===== config.mk =====
export PLATFORM = sky130hd
export DESIGN_NAME = mmd_decoder
export DESIGN_NICKNAME = d
export VERILOG_FILES = /design/src/core/mmd_cs_mux.v /design/src/core/mmd_decoder.v
export VERILOG_INCLUDE_DIRS = /design/src /design/src/shared
export SDC_FILE = /design/constraint.sdc
export NUM_CORES = 1
export LEC_CHECK = 0
export BUFFER_PORTS_ARGS = -buffer_cell sky130_fd_sc_hd__buf_2
export CAP_MARGIN = 20
export CORE_MARGIN = 5
export CORE_UTILIZATION = 40
export CTS_CLUSTER_SIZE = 10
export DETAILED_ROUTE_END_ITERATION = 10
export HOLD_SLACK_MARGIN = 0.12
export PLACE_DENSITY = 0.65
export SLEW_MARGIN = 10
export SYNTH_ARGS = -nofsm -noshare
export SYNTH_HDL_FRONTEND = slang
export SYNTH_SLANG_ARGS = --single-unit

===== constraint.sdc =====
create_clock -name clock -period 2.2 [get_ports clock]
set_input_delay 0 -clock clock [delete_from_list [all_inputs] [get_ports clock]]
set_output_delay 0 -clock clock [all_outputs]
set_load 0.03 [all_outputs]

===== src/shared/mmd_regs.vh =====
// address map constants for the memory map and boot remap decoder
`ifndef MMD_REGS_VH
`define MMD_REGS_VH
// target codes
`define MMD_TGT_NONE     4'h0
`define MMD_TGT_DYN      4'h1
`define MMD_TGT_STAT_HI  4'h2
`define MMD_TGT_STAT_LO  4'h3
`define MMD_TGT_GFX      4'h4
`define MMD_TGT_PERIPH   4'h5
`define MMD_TGT_BRIDGE1  4'h6
`define MMD_TGT_BRIDGE2  4'h7
`define MMD_TGT_ITCM     4'h8
`define MMD_TGT_DTCM     4'h9
// address region bounds
`define MMD_BOOT_LAST    32'h03FFFFFF
`define MMD_DYN_LAST     32'h0FFFFFFF
`define MMD_PER_BASE     32'h10100000
`define MMD_PER_LAST     32'h101FFFFF
`define MMD_STHI_BASE    32'h20000000
`define MMD_STHI_LAST    32'h2FFFFFFF
`define MMD_STLO_BASE    32'h30000000
`define MMD_STLO_LAST    32'h3FFFFFFF
`define MMD_GFX_BASE     32'h40000000
`define MMD_GFX_LAST     32'h40FFFFFF
`define MMD_DYNHI_BASE   32'h70000000
`define MMD_DYNHI_LAST   32'h7FFFFFFF
`define MMD_BR1_BASE     32'h80000000
// tightly coupled ram: 32KB each, one wait state
`define MMD_TCM_BYTES    32'h00008000
`define MMD_TCM_WAIT     2'h1
// peripheral window step, 64KB
`define MMD_PER_SHIFT    16
`endif


===== src/core/mmd_cs_mux.v =====
// static chip select ownership mux followed by boot remap of the selects
`include "mmd_regs.vh"
module mmd_cs_mux (
    static_owner_select,
    boot_alias_static,
    boot_alias_dynamic,
    boot_alias_external,
    boot_hit,
    smc_cs_n,
    multiport_mem_ctrl_st_cs_n,
    multiport_mem_ctrl_dy_cs_n,
    st_cs_n,
    dy_cs_n,
    boot_off_chip
);
    input  wire       static_owner_select;
    input  wire       boot_alias_static;
    input  wire       boot_alias_dynamic;
    input  wire       boot_alias_external;
    input  wire       boot_hit;
    input  wire [7:0] smc_cs_n;
    input  wire [7:0] multiport_mem_ctrl_st_cs_n;
    input  wire [3:0] multiport_mem_ctrl_dy_cs_n;
    output reg  [7:0] st_cs_n;
    output reg  [3:0] dy_cs_n;
    output wire       boot_off_chip;

    wire [7:0] muxed_st_n;

    // ownership mux comes first
    assign muxed_st_n = static_owner_select ? multiport_mem_ctrl_st_cs_n : smc_cs_n;

    // external alias only when both others are low
    assign boot_off_chip = boot_hit & boot_alias_external & ~boot_alias_static & ~boot_alias_dynamic;

    // remap stage modifies the already muxed lines
    always @* begin
        st_cs_n = muxed_st_n;
        dy_cs_n = multiport_mem_ctrl_dy_cs_n;
        if (boot_hit && boot_alias_static) begin
            if (static_owner_select)
                st_cs_n[1] = 1'b0;
            else
                st_cs_n[7] = 1'b0;
        end else if (boot_hit && boot_alias_dynamic) begin
            dy_cs_n[1] = 1'b0;
        end
    end
endmodule // mmd_cs_mux


===== src/core/mmd_decoder.v =====
// per-layer address decoder with bridge routing and fault response
`include "mmd_regs.vh"
// Functional notes
// - unmatched addresses go off-chip; bridge map select picks bridge regions.
// - unacknowledged off-chip access ends with an error response.
// - static owner select high gives multiport controller, low static controller.
// - dynamic selects always from multiport controller, unaffected by owner select.
// - ownership mux first, boot remap then modifies chip selects.
// - static alias maps low region to static select 7 or multiport select 1.
// - dynamic alias with static alias low maps low region to dynamic select 1.
// - external alias alone routes low region off-chip.
// - alias covers 0x0 to 0x03FFFFFF, else normal decoding applies.
// - default map sends 0x80000000 and above to bridge one.
// - data master decodes peripheral windows in 64KB steps from 0x10100000.
// - dynamic, static high, static low and graphics regions as mapped.
// - two 32KB tightly coupled rams, one wait state, not reachable by DMA.
// - map select high: upper half bridge one, lower undecoded bridge two.
// - map select low: undecoded data master bridge one, others bridge two below 0x80000000.
module mmd_decoder #(
    parameter TCM_BYTES = 32768
) (
    clock,
    nrst,
    bridge_map_select,
    static_owner_select,
    boot_alias_static,
    boot_alias_dynamic,
    boot_alias_external,
    haddr,
    htrans,
    hready,
    master_is_data,
    master_is_dma,
    itcm_base,
    dtcm_base,
    tcm_enable,
    ext_ack,
    ext_done,
    smc_cs_n,
    multiport_mem_ctrl_st_cs_n,
    multiport_mem_ctrl_dy_cs_n,
    sel_target,
    periph_index,
    st_cs_n,
    dy_cs_n,
    tcm_wait,
    fault_resp,
    hready_out
);
    input  wire       clock;
    input  wire       nrst;
    input  wire       bridge_map_select;
    input  wire       static_owner_select;
    input  wire       boot_alias_static;
    input  wire       boot_alias_dynamic;
    input  wire       boot_alias_external;
    input  wire [31:0] haddr;
    input  wire [1:0] htrans;
    input  wire       hready;
    input  wire       master_is_data;
    input  wire       master_is_dma;
    input  wire [31:0] itcm_base;
    input  wire [31:0] dtcm_base;
    input  wire       tcm_enable;
    input  wire       ext_ack;
    input  wire       ext_done;
    input  wire [7:0] smc_cs_n;
    input  wire [7:0] multiport_mem_ctrl_st_cs_n;
    input  wire [3:0] multiport_mem_ctrl_dy_cs_n;
    output reg  [3:0] sel_target;
    output reg  [3:0] periph_index;
    output wire [7:0] st_cs_n;
    output wire [3:0] dy_cs_n;
    output reg  [1:0] tcm_wait;
    output reg        fault_resp;
    output wire       hready_out;

    localparam [1:0] ST_IDLE  = 2'h0;
    localparam [1:0] ST_WAIT  = 2'h1;
    localparam [1:0] ST_ERR1  = 2'h2;
    localparam [1:0] ST_ERR2  = 2'h3;

    reg  [3:0]  tgt_d;
    reg  [3:0]  pidx_d;
    reg  [4:0]  cfg_meta_q;
    reg  [4:0]  cfg_q;
    reg  [1:0]  state_q;
    reg  [1:0]  state_d;
    reg  [1:0]  wcnt_q;
    wire        boot_hit;
    wire        boot_off;
    wire        active;
    wire [3:0]  undecoded_tgt;
    wire [31:0] itcm_off;
    wire [31:0] dtcm_off;
    wire        map_sel_s;
    wire        owner_s;
    wire        alias_st_s;
    wire        alias_dy_s;
    wire        alias_ext_s;
    wire        per_win;
    wire        per_hit;
    wire        to_bridge;

    // strap pins come from outside the clock domain: two flops before any use
    // limitation: straps read as low for two cycles after reset
    always @(posedge clock or negedge nrst) begin
        if (!nrst) begin
            cfg_meta_q <= 5'h00;
            cfg_q      <= 5'h00;
        end else begin
            cfg_meta_q <= {bridge_map_select, static_owner_select,
                           boot_alias_static, boot_alias_dynamic, boot_alias_external};
            cfg_q      <= cfg_meta_q;
        end
    end

    // only the second flop is read
    assign map_sel_s   = cfg_q[4];
    assign owner_s     = cfg_q[3];
    assign alias_st_s  = cfg_q[2];
    assign alias_dy_s  = cfg_q[1];
    assign alias_ext_s = cfg_q[0];

    assign active   = htrans[1] & hready;
    assign boot_hit = (haddr <= `MMD_BOOT_LAST);
    assign itcm_off = haddr - itcm_base;
    assign dtcm_off = haddr - dtcm_base;

    // windows 5 to C are off-chip; window 0 only while the static controller owns static memory
    assign per_win   = (haddr >= `MMD_PER_BASE) && (haddr <= `MMD_PER_LAST);
    assign per_hit   = per_win && ((haddr[19:16] <= 4'h4) || (haddr[19:16] >= 4'hD)) &&
                       !((haddr[19:16] == 4'h0) && owner_s);
    assign to_bridge = (tgt_d == `MMD_TGT_BRIDGE1) || (tgt_d == `MMD_TGT_BRIDGE2);

    // bridge choice for anything the chip does not claim
    assign undecoded_tgt = map_sel_s ?
        ((haddr >= `MMD_BR1_BASE) ? `MMD_TGT_BRIDGE1 : `MMD_TGT_BRIDGE2) :
        (master_is_data ? `MMD_TGT_BRIDGE1 : `MMD_TGT_BRIDGE2);

    // address phase decode
    always @* begin
        tgt_d  = undecoded_tgt;
        pidx_d = 4'h0;
        if (tcm_enable && !master_is_dma && dtcm_off < TCM_BYTES)
            tgt_d = `MMD_TGT_DTCM;
        else if (tcm_enable && !master_is_dma && itcm_off < TCM_BYTES)
            tgt_d = `MMD_TGT_ITCM;
        else if (boot_hit && (alias_st_s || alias_dy_s)) begin
            // the alias target follows whichever controller owns the static selects
            if (alias_st_s)
                tgt_d = owner_s ? `MMD_TGT_STAT_LO : `MMD_TGT_STAT_HI;
            else
                tgt_d = `MMD_TGT_DYN;
        end else if (boot_off)
            tgt_d = undecoded_tgt;
        else if (haddr >= `MMD_BR1_BASE)
            tgt_d = `MMD_TGT_BRIDGE1;
        else if (haddr <= `MMD_DYN_LAST)
            tgt_d = `MMD_TGT_DYN;
        else if (haddr >= `MMD_DYNHI_BASE && haddr <= `MMD_DYNHI_LAST)
            tgt_d = `MMD_TGT_DYN;
        else if (haddr >= `MMD_STHI_BASE && haddr <= `MMD_STHI_LAST)
            tgt_d = `MMD_TGT_STAT_HI;
        else if (haddr >= `MMD_STLO_BASE && haddr <= `MMD_STLO_LAST)
            tgt_d = `MMD_TGT_STAT_LO;
        else if (master_is_data && haddr >= `MMD_GFX_BASE && haddr <= `MMD_GFX_LAST)
            tgt_d = `MMD_TGT_GFX;
        else if (master_is_data && per_hit) begin
            tgt_d  = `MMD_TGT_PERIPH;
            pidx_d = haddr[19:16];
        end
    end

    // chip select muxing and boot remap in the leaf
    mmd_cs_mux u_cs (
        .static_owner_select (owner_s),
        .boot_alias_static   (alias_st_s),
        .boot_alias_dynamic  (alias_dy_s),
        .boot_alias_external (alias_ext_s),
        .boot_hit            (boot_hit & active),
        .smc_cs_n            (smc_cs_n),
        .multiport_mem_ctrl_st_cs_n        (multiport_mem_ctrl_st_cs_n),
        .multiport_mem_ctrl_dy_cs_n        (multiport_mem_ctrl_dy_cs_n),
        .st_cs_n             (st_cs_n),
        .dy_cs_n             (dy_cs_n),
        .boot_off_chip       (boot_off)
    );

    // two cycle error response per bus protocol
    always @* begin
        state_d = state_q;
        case (state_q)
            ST_IDLE: begin
                // a phase stalled behind a tcm wait is not taken yet
                if (active && hready_out && to_bridge)
                    state_d = ST_WAIT;
            end
            ST_WAIT: begin
                if (ext_done)
                    state_d = ext_ack ? ST_IDLE : ST_ERR1;
            end
            ST_ERR1: state_d = ST_ERR2;
            ST_ERR2: begin
                // ready is high here, so a new phase may be taken
                if (active && to_bridge)
                    state_d = ST_WAIT;
                else
                    state_d = ST_IDLE;
            end
            default: state_d = ST_IDLE;
        endcase
    end

    // target latched in address phase, held through data phase
    always @(posedge clock or negedge nrst) begin
        if (!nrst) begin
            sel_target   <= `MMD_TGT_NONE;
            periph_index <= 4'h0;
            state_q      <= ST_IDLE;
            wcnt_q       <= 2'h0;
            tcm_wait     <= 2'h0;
            fault_resp   <= 1'b0;
        end else begin
            state_q    <= state_d;
            fault_resp <= (state_d == ST_ERR1) || (state_d == ST_ERR2);
            if (hready_out) begin
                sel_target   <= active ? tgt_d : `MMD_TGT_NONE;
                periph_index <= active ? pidx_d : 4'h0;
                if (active && (tgt_d == `MMD_TGT_ITCM || tgt_d == `MMD_TGT_DTCM))
                    wcnt_q <= `MMD_TCM_WAIT;
                else
                    wcnt_q <= 2'h0;
            end else if (wcnt_q != 2'h0)
                wcnt_q <= wcnt_q - 2'h1;
            tcm_wait <= wcnt_q;
        end
    end

    // wait states stall the layer until the data phase can finish
    assign hready_out = (wcnt_q == 2'h0) && (state_q != ST_WAIT) && (state_q != ST_ERR1);
endmodule // mmd_decoder


After elaboration in Yosys (flattened, before gate mapping):

Index checks and enable logic that the tools add are counted.

* register bits after elaboration: 25
* latch bits: 0
* RAM bits: 0
* bits in read-only memories: 0
* input bits: 131
* output and inout bits: 24
* memories kept: 0

* add/sub/neg operators: 3
* multiply operators: 0
* divide/modulo/power cells: 0
* $lt $le $gt $ge: 17
* eq/ne operators: 11
* shift operators: 0
* muxes and demuxes: 44
* bitwise operators: 7
* reductions and logical operators: 34

Operators with widths (number)
* 32-bit by 30-bit >= comparator with 1-bit output (second input constant): 2
* 32-bit by 31-bit >= comparator with 1-bit output (second input constant): 2
* 32-bit by 30-bit less-or-equal comparator with 1-bit output (second input constant): 2
* 32-bit by 31-bit less-or-equal comparator with 1-bit output (second input constant): 2
* 32-bit by 16-bit less-than comparator with 1-bit output (second input constant): 2
* 4-bit 2-to-1 mux: 16
* 32-bit subtractor: 2
* 32-bit by 29-bit >= comparator with 1-bit output (second input constant): 1
* 32-bit >= comparator (second input constant): 1
* 32-bit by 26-bit less-or-equal comparator with 1-bit output (second input constant): 1
* 32-bit by 28-bit less-or-equal comparator with 1-bit output (second input constant): 1
* 32-bit by 29-bit less-or-equal comparator with 1-bit output (second input constant): 1
* 1-bit logical AND: 22
* 3-bit 2-to-1 mux: 6
* 2-bit 2-to-1 mux: 8
* 1-bit 2-to-1 mux: 12
* 2-bit == test (second input constant): 4
* 4-bit by 3-bit == test with 1-bit output (second input constant): 2
* 4-bit == test (second input constant): 2
* 8-bit 2-to-1 mux: 1
* 2-bit case mux with 4 select lines: 1
* 1-bit bitwise AND: 5
* 1-bit logical OR: 5
* 4-bit >= comparator (second input constant): 1
* other kinds (10): 14

Depth between registers and ports, before layout:

Gate-level depths: netlist (run 1).

* word-level depth: 23
* gate-level depth with buffers: 14
* gate-level depth less buffers: 13

Modules after synthesis:

From an unflattened synthesis (run 1), not the netlist that was laid out.

* cells, all modules: 704
* area total of the unflattened synthesis: 4951.0 sq um

Modules (own cells, without submodules)
* mmd_decoder: times used 1, cells an instance 685, area each 4769.6 sq um
* mmd_cs_mux: times used 1, cells an instance 19, area each 181.4 sq um

Worst setup path before layout (run 1):

OpenSTA, ideal clock, no wires.

* path kind: input-to-reg
* from: input itcm_base[7]
* to: register sel_target[0]
* library setup time: 0.121 ns
* arrival time: 2.644 ns
* data required time: 2.079 ns
* setup slack: -0.565 ns
* stages: 13
* path buffers: 0
* path through: inv_1 ha_1 nand2_2 o31a_1 or4_4 o221ai_2 o21ai_1 xnor2_1 a2111o_1 nor4_4 nand2_1 a21o_1 a22o_1

* longest elaborated chain between the ends: 6

RTL lines
* from (decl): RTL line mmd_decoder.v:62 `input wire [31:0] itcm_base;`
* 32-bit subtractor: RTL line mmd_decoder.v:127 `assign itcm_off = haddr - itcm_base;`
* 32-bit by 16-bit less-than comparator with 1-bit output: RTL line mmd_decoder.v:147 `else if (tcm_enable && !master_is_dma && itcm_off < TCM_BYTES)`
* 1-bit logical AND: RTL line mmd_decoder.v:147
* 4-bit 2-to-1 mux: RTL line mmd_decoder.v:147
* 4-bit 2-to-1 mux: RTL line mmd_decoder.v:145 `if (tcm_enable && !master_is_dma && dtcm_off < TCM_BYTES)`
* 4-bit 2-to-1 mux (no line)
* to (signal assigned): RTL line mmd_decoder.v:218 `` sel_target <= `MMD_TGT_NONE; ``
* to (signal assigned): RTL line mmd_decoder.v:228 `` sel_target <= active ? tgt_d : `MMD_TGT_NONE; ``
* to (decl): RTL line mmd_decoder.v:70 `output reg [3:0] sel_target;`

No other way between the ends.
A chain may end at the register's enable or synchronous reset.

Final worst setup path (run 1):

* from: input haddr[5]
* to: register sel_target[0]

* longest elaborated chain between the ends: 17
* elaborated cells on any way between the ends: 47

RTL lines
* from (decl): RTL line mmd_decoder.v:57 `input wire [31:0] haddr;`
* 32-bit by 29-bit >= comparator with 1-bit output (no line) or 32-bit by 29-bit less-or-equal comparator with 1-bit output (tied branches)
* 1-bit logical AND: RTL line mmd_decoder.v:131 `` assign per_win = (haddr >= `MMD_PER_BASE) && (haddr <= `MMD_PER_LAST); ``
* 1-bit logical AND (2 in series): RTL line mmd_decoder.v:132 `assign per_hit = per_win && ((haddr[19:16] <= 4'h4) || (haddr[19:16] >= 4'hD)) &&`
* 1-bit logical AND: RTL line mmd_decoder.v:169 `else if (master_is_data && per_hit) begin`
* 2-bit 2-to-1 mux: RTL line mmd_decoder.v:169
* 2-bit 2-to-1 mux: RTL line mmd_decoder.v:167 `` else if (master_is_data && haddr >= `MMD_GFX_BASE && haddr <= `MMD_GFX_LAST) ``
* 3-bit 2-to-1 mux: RTL line mmd_decoder.v:165 `` else if (haddr >= `MMD_STLO_BASE && haddr <= `MMD_STLO_LAST) ``
* 3-bit 2-to-1 mux: RTL line mmd_decoder.v:163 `` else if (haddr >= `MMD_STHI_BASE && haddr <= `MMD_STHI_LAST) ``
* 3-bit 2-to-1 mux: RTL line mmd_decoder.v:161 `` else if (haddr >= `MMD_DYNHI_BASE && haddr <= `MMD_DYNHI_LAST) ``
* 3-bit 2-to-1 mux: RTL line mmd_decoder.v:159 `` else if (haddr <= `MMD_DYN_LAST) ``
* 3-bit 2-to-1 mux: RTL line mmd_decoder.v:157 `` else if (haddr >= `MMD_BR1_BASE) ``
* 3-bit 2-to-1 mux: RTL line mmd_decoder.v:155 `end else if (boot_off)`
* 4-bit 2-to-1 mux: RTL line mmd_decoder.v:149 `else if (boot_hit && (alias_st_s || alias_dy_s)) begin`
* 4-bit 2-to-1 mux: RTL line mmd_decoder.v:147
* 4-bit 2-to-1 mux *: RTL line mmd_decoder.v:145
* 4-bit 2-to-1 mux (no line) *

Mark *: on every way between the ends. The rest lies on a longest branch, timed or not.

==> results.md, run 1 <==
* Status: finished with violations
* Failing checks: setup timing
* Layout cells sized above 1 at between 30 and 40%
* Required time of the critical path at around 2.3 ns
* I/O Buffers at ~150
* Clock insertion delay at the later pin of the skew report at between 0.2 and 0.3 ns
* Cell Chain, Critical Path: buf_8 > buf_12 > ha_4 > nor3_2 > o31a_1 > or4_4 > o221ai_4 > buf_4 > o21ai_2 > xnor2_1 > a2111o_1 > nor4_4 > nand2_1 > a21o_1 > a22o_1
* IO Pins at between 150 and 200
* Setup tns final at -4.76 ns
* Hold path start: haddr[19]
* Routed Antenna Nets at 0
* CP max stage delay at about 0.45 ns
* Footprint of the multi-input gates at about 4200 um^2
* Final Cycle Share at 125%
* Synth Area per Inst at roughly 7 um^2
* Synth cell types at 78
* Final setup skew at ~0.0032 ns
* H-tree lvl count at 1
* CTS sink cnt at 24
* CTS tree: built
* Endpoint class of the critical path: flip-flop
* Peak Freq at approximately 0.36 GHz
* Root Driver: clkbuf_16
* Area Overhead vs Synth at 58.4%
* Initial antenna violation count at 1
* First-pass GRT wire length at around 31000 um
* Die footprint at 14400 um^2
* Drt via density at roughly 5.6
* Cells after synthesis at 692
* Slowest-stage cell, CP: or4_4
* Largest net degree at the start of global routing at 25
* Vias after detailed routing at between 6k and 7k
* Final net count at 1211
* Worst Path Max Fanout at 4
* Power per cell area at roughly 450 nW/um^2
* Ant diodes at 0
* Clk buf depth at 2
* Worst-Margin Slew at between 0.5 and 0.6 ns
* FF+latch area at approximately 600 um^2
* Clock power share at about 15%
* Arrival time worst endpoint at roughly 2.9 ns
* DIE HEIGHT at between 100 and 150 um
* Number of max-cap violations at 0
* CP startpoint: haddr[5]
* RePlAce Congestion at 0.999
* Setup Viol. Count Final at 10
* Aggregate global-route resource usage at between 20% and 30%
* Top FF cell, synth: dfrtp_1
* Leak at 3.80 nW
* Final count of hold timing violations at 0
* Drt initial violations at 406
* Residual DRC at 0
* Mapped Area at 4840 um^2
* DRT Wirelength at between 15000 and 20000 um
* GR Overflow Total at 0
* Wirelength per Cell at 17.0 um
* Min Tclk post-route at approximately 2.7 ns
* Net Sw Frac at a little over two fifths
* Reg power frac at ~17%
* Async S/R FF share, synth at 100%
* Final core occ at between 60% and 70%
* Worst R2R Start: cfg_q[3]
* Yosys warning total at 0
* HP Class: in -> reg
* Register area share after synthesis at 12.4%
* DRT Pass-1 Iters at 5
* Vias in the first global route at approximately 6.5k
* Mapped Nets at between 800 and 900
* # rows at 40
* Hpwl dp at between 15000 and 20000 um
* Unrepaired setup endpoints after global routing: yes
* P_int at 1.95 mW
* Kind of critical path: in -> reg
* Slew margin rel. at between 60% and 70%
* Synth Register Bits at 24
* Power share of the combinational group at between 60 and 70%
* CTS Buf Count at 3
* Peak VDD IR at between 0.0008 and 0.0009 V
* Die W at roughly 120 um
* Core area at 12000 um^2
* Max Slew Vio Count at 0
* Setup slack after layout at -0.548 ns
* Post-synth EDFFs at 0
* Sw Pwr at 1.48 mW
* Critical path launch point type: input pin
* Clock slew at reported path FFs at ~0.06 ns
* Initial Utilization at between 40% and 50%
* Fill count at 1122
-- kinds of logic after synthesis --
logic type	count (synthesis)	share of synthesized area, %
and+or+nand+nor	235	25.1
DFF	24	12.4
AOI/OAI and AO/OA	238	31.7
xor gates and xnor gates	23	4.16
buffers and inverters	97	7.80
adders and majority gates	61	15.8
muxes	14	3.07
-- power by group through the flow --
| stage | Sequential [mW] | Combinational, mW | Clock [mW] |
|---|---|---|---|
| 6_report | 0.586 | 2.32 | 0.517 |
| 5_1_grt | 0.591 | 2.52 | 0.540 |
| 3_5_place_dp | 0.583 | 2.14 | 0 |
| 3_3_place_gp | 0.579 | 2.08 | 0 |
| 4_1_cts | 0.579 | 2.27 | 0.520 |
| 2_1_floorplan | 0.664 | 1.12 | 0 |
-- cells in the mapped netlist, types with 3 or more instances --
cell / number / share of area [%]
a211oi_1: 5 / 0.78
a21o_1: 13 / 2.0
a21oi_1: 69 / 7.1
a311oi_1: 3 / 0.54
a31oi_1: 8 / 1.0
and2_1: 4 / 0.52
and3_1: 5 / 0.65
buf_4: 3 / 0.47
clkbuf_1: 14 / 1.1
dfrtp_1: 24 / 12
ha_1: 61 / 16
inv_1: 78 / 6.0
mux2_2: 6 / 1.4
mux2i_1: 7 / 1.4
nand2_1: 76 / 5.9
nand2b_1: 8 / 1.0
nand3_1: 12 / 1.2
nand4_1: 25 / 3.2
nand4b_1: 3 / 0.54
nor2_1: 37 / 2.9
nor2b_1: 8 / 1.0
nor3_1: 15 / 1.6
nor4_1: 14 / 1.8
o2111ai_1: 5 / 0.90
o211ai_1: 13 / 2.0
o21a_1: 12 / 1.9
o21ai_0: 44 / 4.5
o21ai_1: 19 / 2.0
o21bai_1: 3 / 0.47
o31a_1: 3 / 0.54
o41ai_1: 3 / 0.54
or3_1: 8 / 1.0
xnor2_1: 12 / 2.2
xor2_1: 11 / 2.0
-- metal layers --
layer,GRT usage [%],up-vias,share of wire (%)
li1,-,3214,-
met1,32.8,2916,42
met2,45.9,301,47
met3,4.52,49,8.2
met4,7.95,2,2.8
met5,0,-,0.035
-- worst paths after layout --
kind / end / slack, ns / cells after the start
setup / recovery: sel_target[0] / -0.55 / 15
hold / removal: periph_index[3] / 0.23 / 4
setup reg to reg: state_q[0] / 0.32 / 8
hold reg to reg: cfg_q[0] / 0.35 / 0
max in group asynchronous: sel_target[0] / 1.59 / 2
min in group asynchronous: cfg_q[3] / 0.26 / 2
-- critical path, delay by kind of cell --
kind | cells | cell delay [ns]
adders and majority gates | 1 | 0.27
and+or+nand+nor | 4 | 0.86
AOI/OAI and AO/OA | 6 | 1.27
xor gates and xnor gates | 1 | 0.12
buffers and inverters | 3 | 0.38
-- cell usage in the layout, fill, tap and decap left out, types with 20 or more instances in the layout --
master	instances
nand2_1	75
o21ai_1	20
nor2_1	37
nand4_1	25
ha_1	46
dfrtp_1	24
o21ai_0	39
a21oi_1	58
buf_4	185
buf_2	141
inv_1	75
-- stage by stage --
step / total power, mW / instance area, um^2 / std cells / setup WS (ns) / hold WS [ns]
6_report: 3.42 / 7670 / 1165 / -0.548 / 0.229
5_1_grt: 3.65 / 7670 / 1165 / -0.595 / 0.247
4_1_cts: 3.37 / 7600 / 1164 / -0.476 / 0.234
3_5_place_dp: 2.72 / 7130 / 1144 / -0.821 / -0.000522
3_3_place_gp: 2.66 / 7130 / 1144 / -0.787 / -0.00770
2_1_floorplan: 1.78 / 4960 / 692 / -0.354 / -0.296
-- state kept, by name, indices dropped and copies added, names as in the netlist --
signal	count
cfg_meta_q	5
state_q	2
sel_target	4
periph_index	4
wcnt_q	2
tcm_wait	2
cfg_q	5
-- what timing repair did --
item	in CTS	in global routing
hold endpoints to repair	34	0
setup endpoints to repair	10	10
hold buffers	11	0
pin swaps	29	8
setup buffers	5	1
gates resized for setup	47	15
-- cell type report --
cell class	instances	share of cell area (%)
Timing Repair Buffer	341	29.5
Clock buffer	3	0.978
Clock inverter	1	0.391
Sequential cell	24	7.83
Tap cell	147	2.40
Multi-Input combinational cell	571	54.8
Inverter	78	4.08
(Power assumes the default switching activity.)
==> run 2, diff against run 1 <==
--- a/config.mk
+++ b/config.mk
@@ -8,12 +8,14 @@
 export LEC_CHECK = 0
 export BUFFER_PORTS_ARGS = -buffer_cell sky130_fd_sc_hd__buf_2
 export CAP_MARGIN = 20
+export CELL_PAD_IN_SITES_DETAIL_PLACEMENT = 0
+export CELL_PAD_IN_SITES_GLOBAL_PLACEMENT = 2
 export CORE_MARGIN = 5
-export CORE_UTILIZATION = 40
+export CORE_UTILIZATION = 28
 export CTS_CLUSTER_SIZE = 10
 export DETAILED_ROUTE_END_ITERATION = 10
 export HOLD_SLACK_MARGIN = 0.12
-export PLACE_DENSITY = 0.65
+export PLACE_DENSITY_LB_ADDON = 0.1
 export SLEW_MARGIN = 10
 export SYNTH_ARGS = -nofsm -noshare
 export SYNTH_HDL_FRONTEND = slang
==> constraint.sdc (replaced) <==
create_clock -name clock -period 2.75 [get_ports clock]
set_input_delay 0 -clock clock [delete_from_list [all_inputs] [get_ports clock]]
set_output_delay 0 -clock clock [all_outputs]
set_load 0.03 [all_outputs]
==> results.md, run 2 (same netlist as run 1, synthesis figures left out) <==
* Status: completed
* Wirelength per Cell at between 15 and 20 um
* Die footprint at 20000 um^2
* Clock power share at 14.6%
* Arrival time worst endpoint at 2.89 ns
* Commonest cells after routing, fill and taps aside: buf_4, buf_2, nand2_1
* Most common cell after layout, fill and taps aside: buf_4
* Clk buf depth at 2
* Drt via density at between 5 and 6
* Final Cycle Share at 99.5%
* FF+latch area at ~600 um^2
* Routed Antenna Nets at 0
* Footprint of the multi-input gates at around 4600 um^2
* Power share of the combinational group at about 69%
* Vias in the first global route at 6490
* Root Driver: clkbuf_16
* Layout cells sized above 1 at 45.6%
* Die W at 142 um
* IO Pins at ~160
* R2R depth at 7
* Setup Viol. Count Final at 0
* Sw Pwr at 1.21 mW
* Clock insertion delay at the later pin of the skew report at about 0.26 ns
* I/O Buffers at around 150
* CTS tree: built
* H-tree lvl count at 1
* HP Class: in -> async
* Critical path launch point type: input pin
* Hpwl dp at between 15000 and 20000 um
* Setup slack after layout at around 0.013 ns
* Setup tns final at 0 ns
* DRT Wirelength at between 20000 and 25000 um
* Final setup skew at 0.00400 ns
* Initial Utilization at roughly 28%
* Largest net degree at the start of global routing at 25
* Setup slack after placement at -0.551 ns
* Drt initial violations at roughly 290
* Residual DRC at 0
* Net Sw Frac at 42.3%
* Endpoint class of the critical path: flip-flop
* Core area at between 15000 and 20000 um^2
* Fill count at between 1.5k and 2k
* Worst R2R Start: cfg_q[3]
* Initial antenna violation count at 3
* Kind of critical path: in -> reg
* Clock slew at reported path FFs at around 0.060 ns
* GR Overflow Total at 0
* Aggregate global-route resource usage at just over 20%
* Required time of the critical path at 2.90 ns
* Final count of hold timing violations at 0
* Min Tclk post-route at 2.74 ns
* CTS Buf Count at 3
* # rows at 48
* Number of max-cap violations at 0
* Unrepaired setup endpoints after global routing: yes
* Vias after detailed routing at 6436
* R2r setup slk at approximately 0.46 ns
* Biggest regs: cfg_meta_q (5), cfg_q (5)
* RePlAce Congestion at roughly 0.91
* Fin area at about 8300 um^2
* DIE HEIGHT at around 140 um
* Power per cell area at approximately 340 nW/um^2
* Max Slew Vio Count at 0
* P_int at approximately 1.6 mW
* Area Overhead vs Synth at 72.2%
* First-pass GRT wire length at between 30000 and 40000 um
* Peak VDD IR at approximately 0.00055 V
* Worst Path Max Fanout at 3
* FF-to-FF End: sel_target[0]
* Reg power frac at 16.2%
* Leak at 3.94 nW
* Worst-Margin Slew at between 0.6 and 0.7 ns
* Slew margin rel. at 58.7%
* Peak Freq at around 0.37 GHz
* CTS sink cnt at 24
* Final net count at approximately 1.2k
* Placed cell area at about 7100 um^2
* DRT Pass-1 Iters at 5
-- run 2: timing repair --
item | CTS | global route
endpoints found under the hold margin | 34 | 0
endpoints found under the setup margin | 10 | 10
resized for setup | 71 | 99
hold buffers | 11 | 0
pin swaps | 38 | 63
setup buffers | 8 | 14
-- run 2: worst max path at each step --
stage,from,cells past startpoint,slack (ns),endpoint
after floorplan,itcm_base[8],13,0.008,sel_target[0]
after global placement,haddr[13],14,-0.56,state_q[0]
after detailed placement,haddr[5],14,-0.55,periph_index[2]
after CTS,haddr[7],14,-0.02,sel_target[0]
after global routing,haddr[1],14,-0.12,wcnt_q[0]
final,haddr[9],14,0.01,sel_target[0]
-- run 2: per-layer routing --
metal | vias up | global-route usage (%) | share of wire [%]
met1 | 2933 | 28.3 | 46
li1 | 3254 | - | -
met2 | 216 | 34.2 | 45
met3 | 27 | 3.40 | 6.8
met4 | 6 | 3.79 | 1.7
met5 | - | 0 | 0.16
-- run 2: per-stage QoR --
stage / power [mW] / hold slack, ns / cells / util (%)
6_report: 2.85 / 0.250 / 1259 / 48.7
5_1_grt: 3.07 / 0.272 / 1258 / 48.7
4_1_cts: 2.71 / 0.235 / 1244 / 45.7
3_5_place_dp: 2.15 / 0.000205 / 1221 / 41.6
3_3_place_gp: 2.13 / -0.00211 / 1221 / 41.6
2_1_floorplan: 1.41 / -0.296 / 692 / -
-- run 2: worst max-delay path, stage by stage --
cell	delay, ns
buf_2	0.11
buf_4	0.15
ha_4	0.24
a21oi_1	0.24
o21ai_0	0.17
a211oi_2	0.24
a21oi_2	0.11
o41ai_1	0.31
a211oi_1	0.09
a2111o_1	0.44
nor4_4	0.34
nand2_1	0.10
a21o_1	0.17
a22o_1	0.17
-- run 2: cell type report --
cell class              count  area share [%]
flip-flops and latches     24            7.20
multi-input cells         571            54.7
clock buffers               3           0.900
well taps                 225            3.38
clock inverters             1           0.360
inverters                  78            3.51
repair buffers            356            29.9
diodes                      1          0.0300
-- run 2: power groups by stage --
stage | logic (mW) | clock network (mW) | registers [mW]
2_1_floorplan | 0.881 | 0 | 0.531
3_3_place_gp | 1.67 | 0 | 0.469
3_5_place_dp | 1.68 | 0 | 0.469
4_1_cts | 1.83 | 0.420 | 0.462
5_1_grt | 2.16 | 0.439 | 0.474
6_report | 1.97 | 0.417 | 0.462
==> run 3, diff against run 2 <==
--- a/config.mk
+++ b/config.mk
@@ -15,6 +15,7 @@
 export CTS_CLUSTER_SIZE = 10
 export DETAILED_ROUTE_END_ITERATION = 10
 export HOLD_SLACK_MARGIN = 0.12
+export MAX_ROUTING_LAYER = met4
 export PLACE_DENSITY_LB_ADDON = 0.1
 export SLEW_MARGIN = 10
 export SYNTH_ARGS = -nofsm -noshare
==> results.md, run 3 (same netlist as run 1, synthesis figures left out) <==
* Power share of the combinational group at between 60% and 70%
* Peak Freq at roughly 0.36 GHz
* Layout cells sized above 1 at about two fifths
* Initial Utilization at 28.3%
* Failing checks: setup timing
* HP Class: in -> reg
* Max Slew Vio Count at 0
* Clock slew at reported path FFs at roughly 0.060 ns
* Setup Viol. Count Final at 2
* DRT Wirelength at 21000 um
* Sw Pwr at approximately 1.2 mW
* Critical path launch point type: input pin
* Power per cell area at ~350 nW/um^2
* Arrival time worst endpoint at around 3.0 ns
* Placed cells at 1216
* Core area at about 17000 um^2
* Area Overhead vs Synth at 62.4%
* Min Tclk post-route at approximately 2.8 ns
* FF+latch area at 601 um^2
* Commonest cells after routing, fill and taps aside: buf_4, buf_2, inv_1
* Biggest regs: cfg_meta_q (5), cfg_q (5)
* RePlAce Congestion at 0.919
* Final core occ at a little under half
* DIE HEIGHT at 142 um
* Aggregate global-route resource usage at between 20% and 30%
* Wirelength per Cell at between 15 and 20 um
* Leak at roughly 3.8 nW
* Number of max-cap violations at 0
* Die footprint at roughly 20000 um^2
* Residual DRC at 0
* H-tree lvl count at 1
* Required time of the critical path at around 2.9 ns
* Met1 GRT Util at between 20% and 30%
* Clock insertion delay at the later pin of the skew report at 0.26 ns
* Final Cycle Share at 102%
* CTS Buf Count at 3
* Most common cell after layout, fill and taps aside: buf_4
* Routed Antenna Nets at 0
* Setup tns final at -0.0772 ns
* Peak VDD IR at between 0.0004 and 0.0005 V
* Fill count at ~1.8k
* Clock power share at around 15%
* Setup slack after layout at -0.0518 ns
* Footprint of the multi-input gates at 4380 um^2
* # rows at 48
* Fin area at 7870 um^2
* Vias in the first global route at between 6k and 7k
* DRT Pass-1 Iters at 5
* Clk buf depth at 2
* M3 GR Usage at around 2.3%
* Kind of critical path: in -> reg
* Root Driver: clkbuf_16
* P_int at between 1.5 and 2 mW
* IO Pins at ~160
* Endpoint class of the critical path: flip-flop
* I/O Buffers at between 100 and 150
* Status: finished with violations
* Unrepaired setup endpoints after global routing: yes
* Drt via density at 5.10
* First-pass GRT wire length at 33600 um
* Met2 usage at 34.3%
* Initial antenna violation count at 3
* Vias after detailed routing at 6325
* CP max stage delay at 0.54 ns
* CTS sink cnt at 24
* Tot Pwr at 2.73 mW
* Worst Path Max Fanout at 3
* Final count of hold timing violations at 0
* Final net count at around 1.2k
* Slowest-stage cell, CP: or4_4
* Placed cell area at 7080 um^2
* Net Sw Frac at a little over two fifths
* Slew margin rel. at between 40% and 50%
* Most frequent cell on the critical path: buf_6
* Final setup skew at between 0.003 and 0.004 ns
* Largest net degree at the start of global routing at 25
* Cell Chain, Critical Path: buf_8 > buf_6 > ha_4 > nand2_2 > o31a_1 > or4_4 > o221ai_4 > buf_6 > o21ai_4 > xnor2_1 > a2111o_1 > nor4_4 > nand2_1 > a21o_1 > a22o_1
* GR Overflow Total at 0
* Reg power frac at 17.0%
* Hpwl dp at approximately 18000 um
* Setup slack after placement at -0.548 ns
* Die W at 142 um
* GR peak layer: met2
* Final non-filler cell total at roughly 1.2k
* Drt initial violations at around 280
* Worst-Margin Slew at 0.748 ns
* Hold slack at 0.216 ns
* CTS tree: built
[run 3: cell types whose count changed in the layout (fill, tap and decap cells not counted), sizes merged]
cell / delta
buf: -23
diode: +5
[run 3: final cells by class]
| class | instances | share of cell area [%] |
|---|---|---|
| Tap cell | 225 | 3.58 |
| Antenna cell | 6 | 0.191 |
| Clock inverter | 1 | 0.382 |
| Inverter | 78 | 3.72 |
| Sequential cell | 24 | 7.64 |
| Timing Repair Buffer | 333 | 27.8 |
| Multi-Input combinational cell | 571 | 55.7 |
| Clock buffer | 3 | 0.955 |
[run 3: power by group through the flow]
| stage | Sequential [mW] | Clock [mW] | Combinational [mW] |
|---|---|---|---|
| finish | 0.464 | 0.417 | 1.85 |
| global route | 0.472 | 0.442 | 2.03 |
| CTS | 0.463 | 0.426 | 1.78 |
| detailed placement | 0.466 | 0 | 1.67 |
| global placement | 0.470 | 0 | 1.66 |
| floorplan | 0.531 | 0 | 0.881 |
[run 3: metal layers]
| metal | wire length (um) | vias to the layer above |
|---|---|---|
| li1 | - | 3204 |
| met1 | 10100 | 2900 |
| met2 | 9400 | 212 |
| met3 | 1230 | 9 |
| met4 | 177 | 0 |
| met5 | 0 | - |
[run 3: path summary, 6_finish.rpt]
path | to | slack, ns | from | depth (start not counted)
worst max-delay path | sel_target[0] | -0.05 | haddr[7] | 15
worst min-delay path | periph_index[2] | 0.22 | haddr[18] | 4
worst max register to register | sel_target[0] | 0.34 | cfg_q[3] | 7
worst min register to register | cfg_q[0] | 0.35 | cfg_meta_q[0] | 0
max in group asynchronous | sel_target[0] | 2.15 | nrst | 2
min in group asynchronous | tcm_wait[1] | 0.24 | nrst | 2
[run 3: timing repair]
| item | CTS | global route |
|---|---|---|
| gates resized for setup | 46 | 43 |
| pin swaps | 27 | 23 |
| setup buffers | 5 | 1 |
| hold buffers | 11 | 0 |
| endpoints found under the hold margin | 34 | 0 |
| endpoints found under the setup margin | 10 | 10 |
[run 3: worst max-delay path, delay by kind of cell]
family                     cells  cell delay, ns
AOI/OAI and AO/OA              6            1.25
and+or+nand+nor                4            0.97
xor gates and xnor gates       1            0.12
adders and majority gates      1            0.26
buffers and inverters          3            0.35
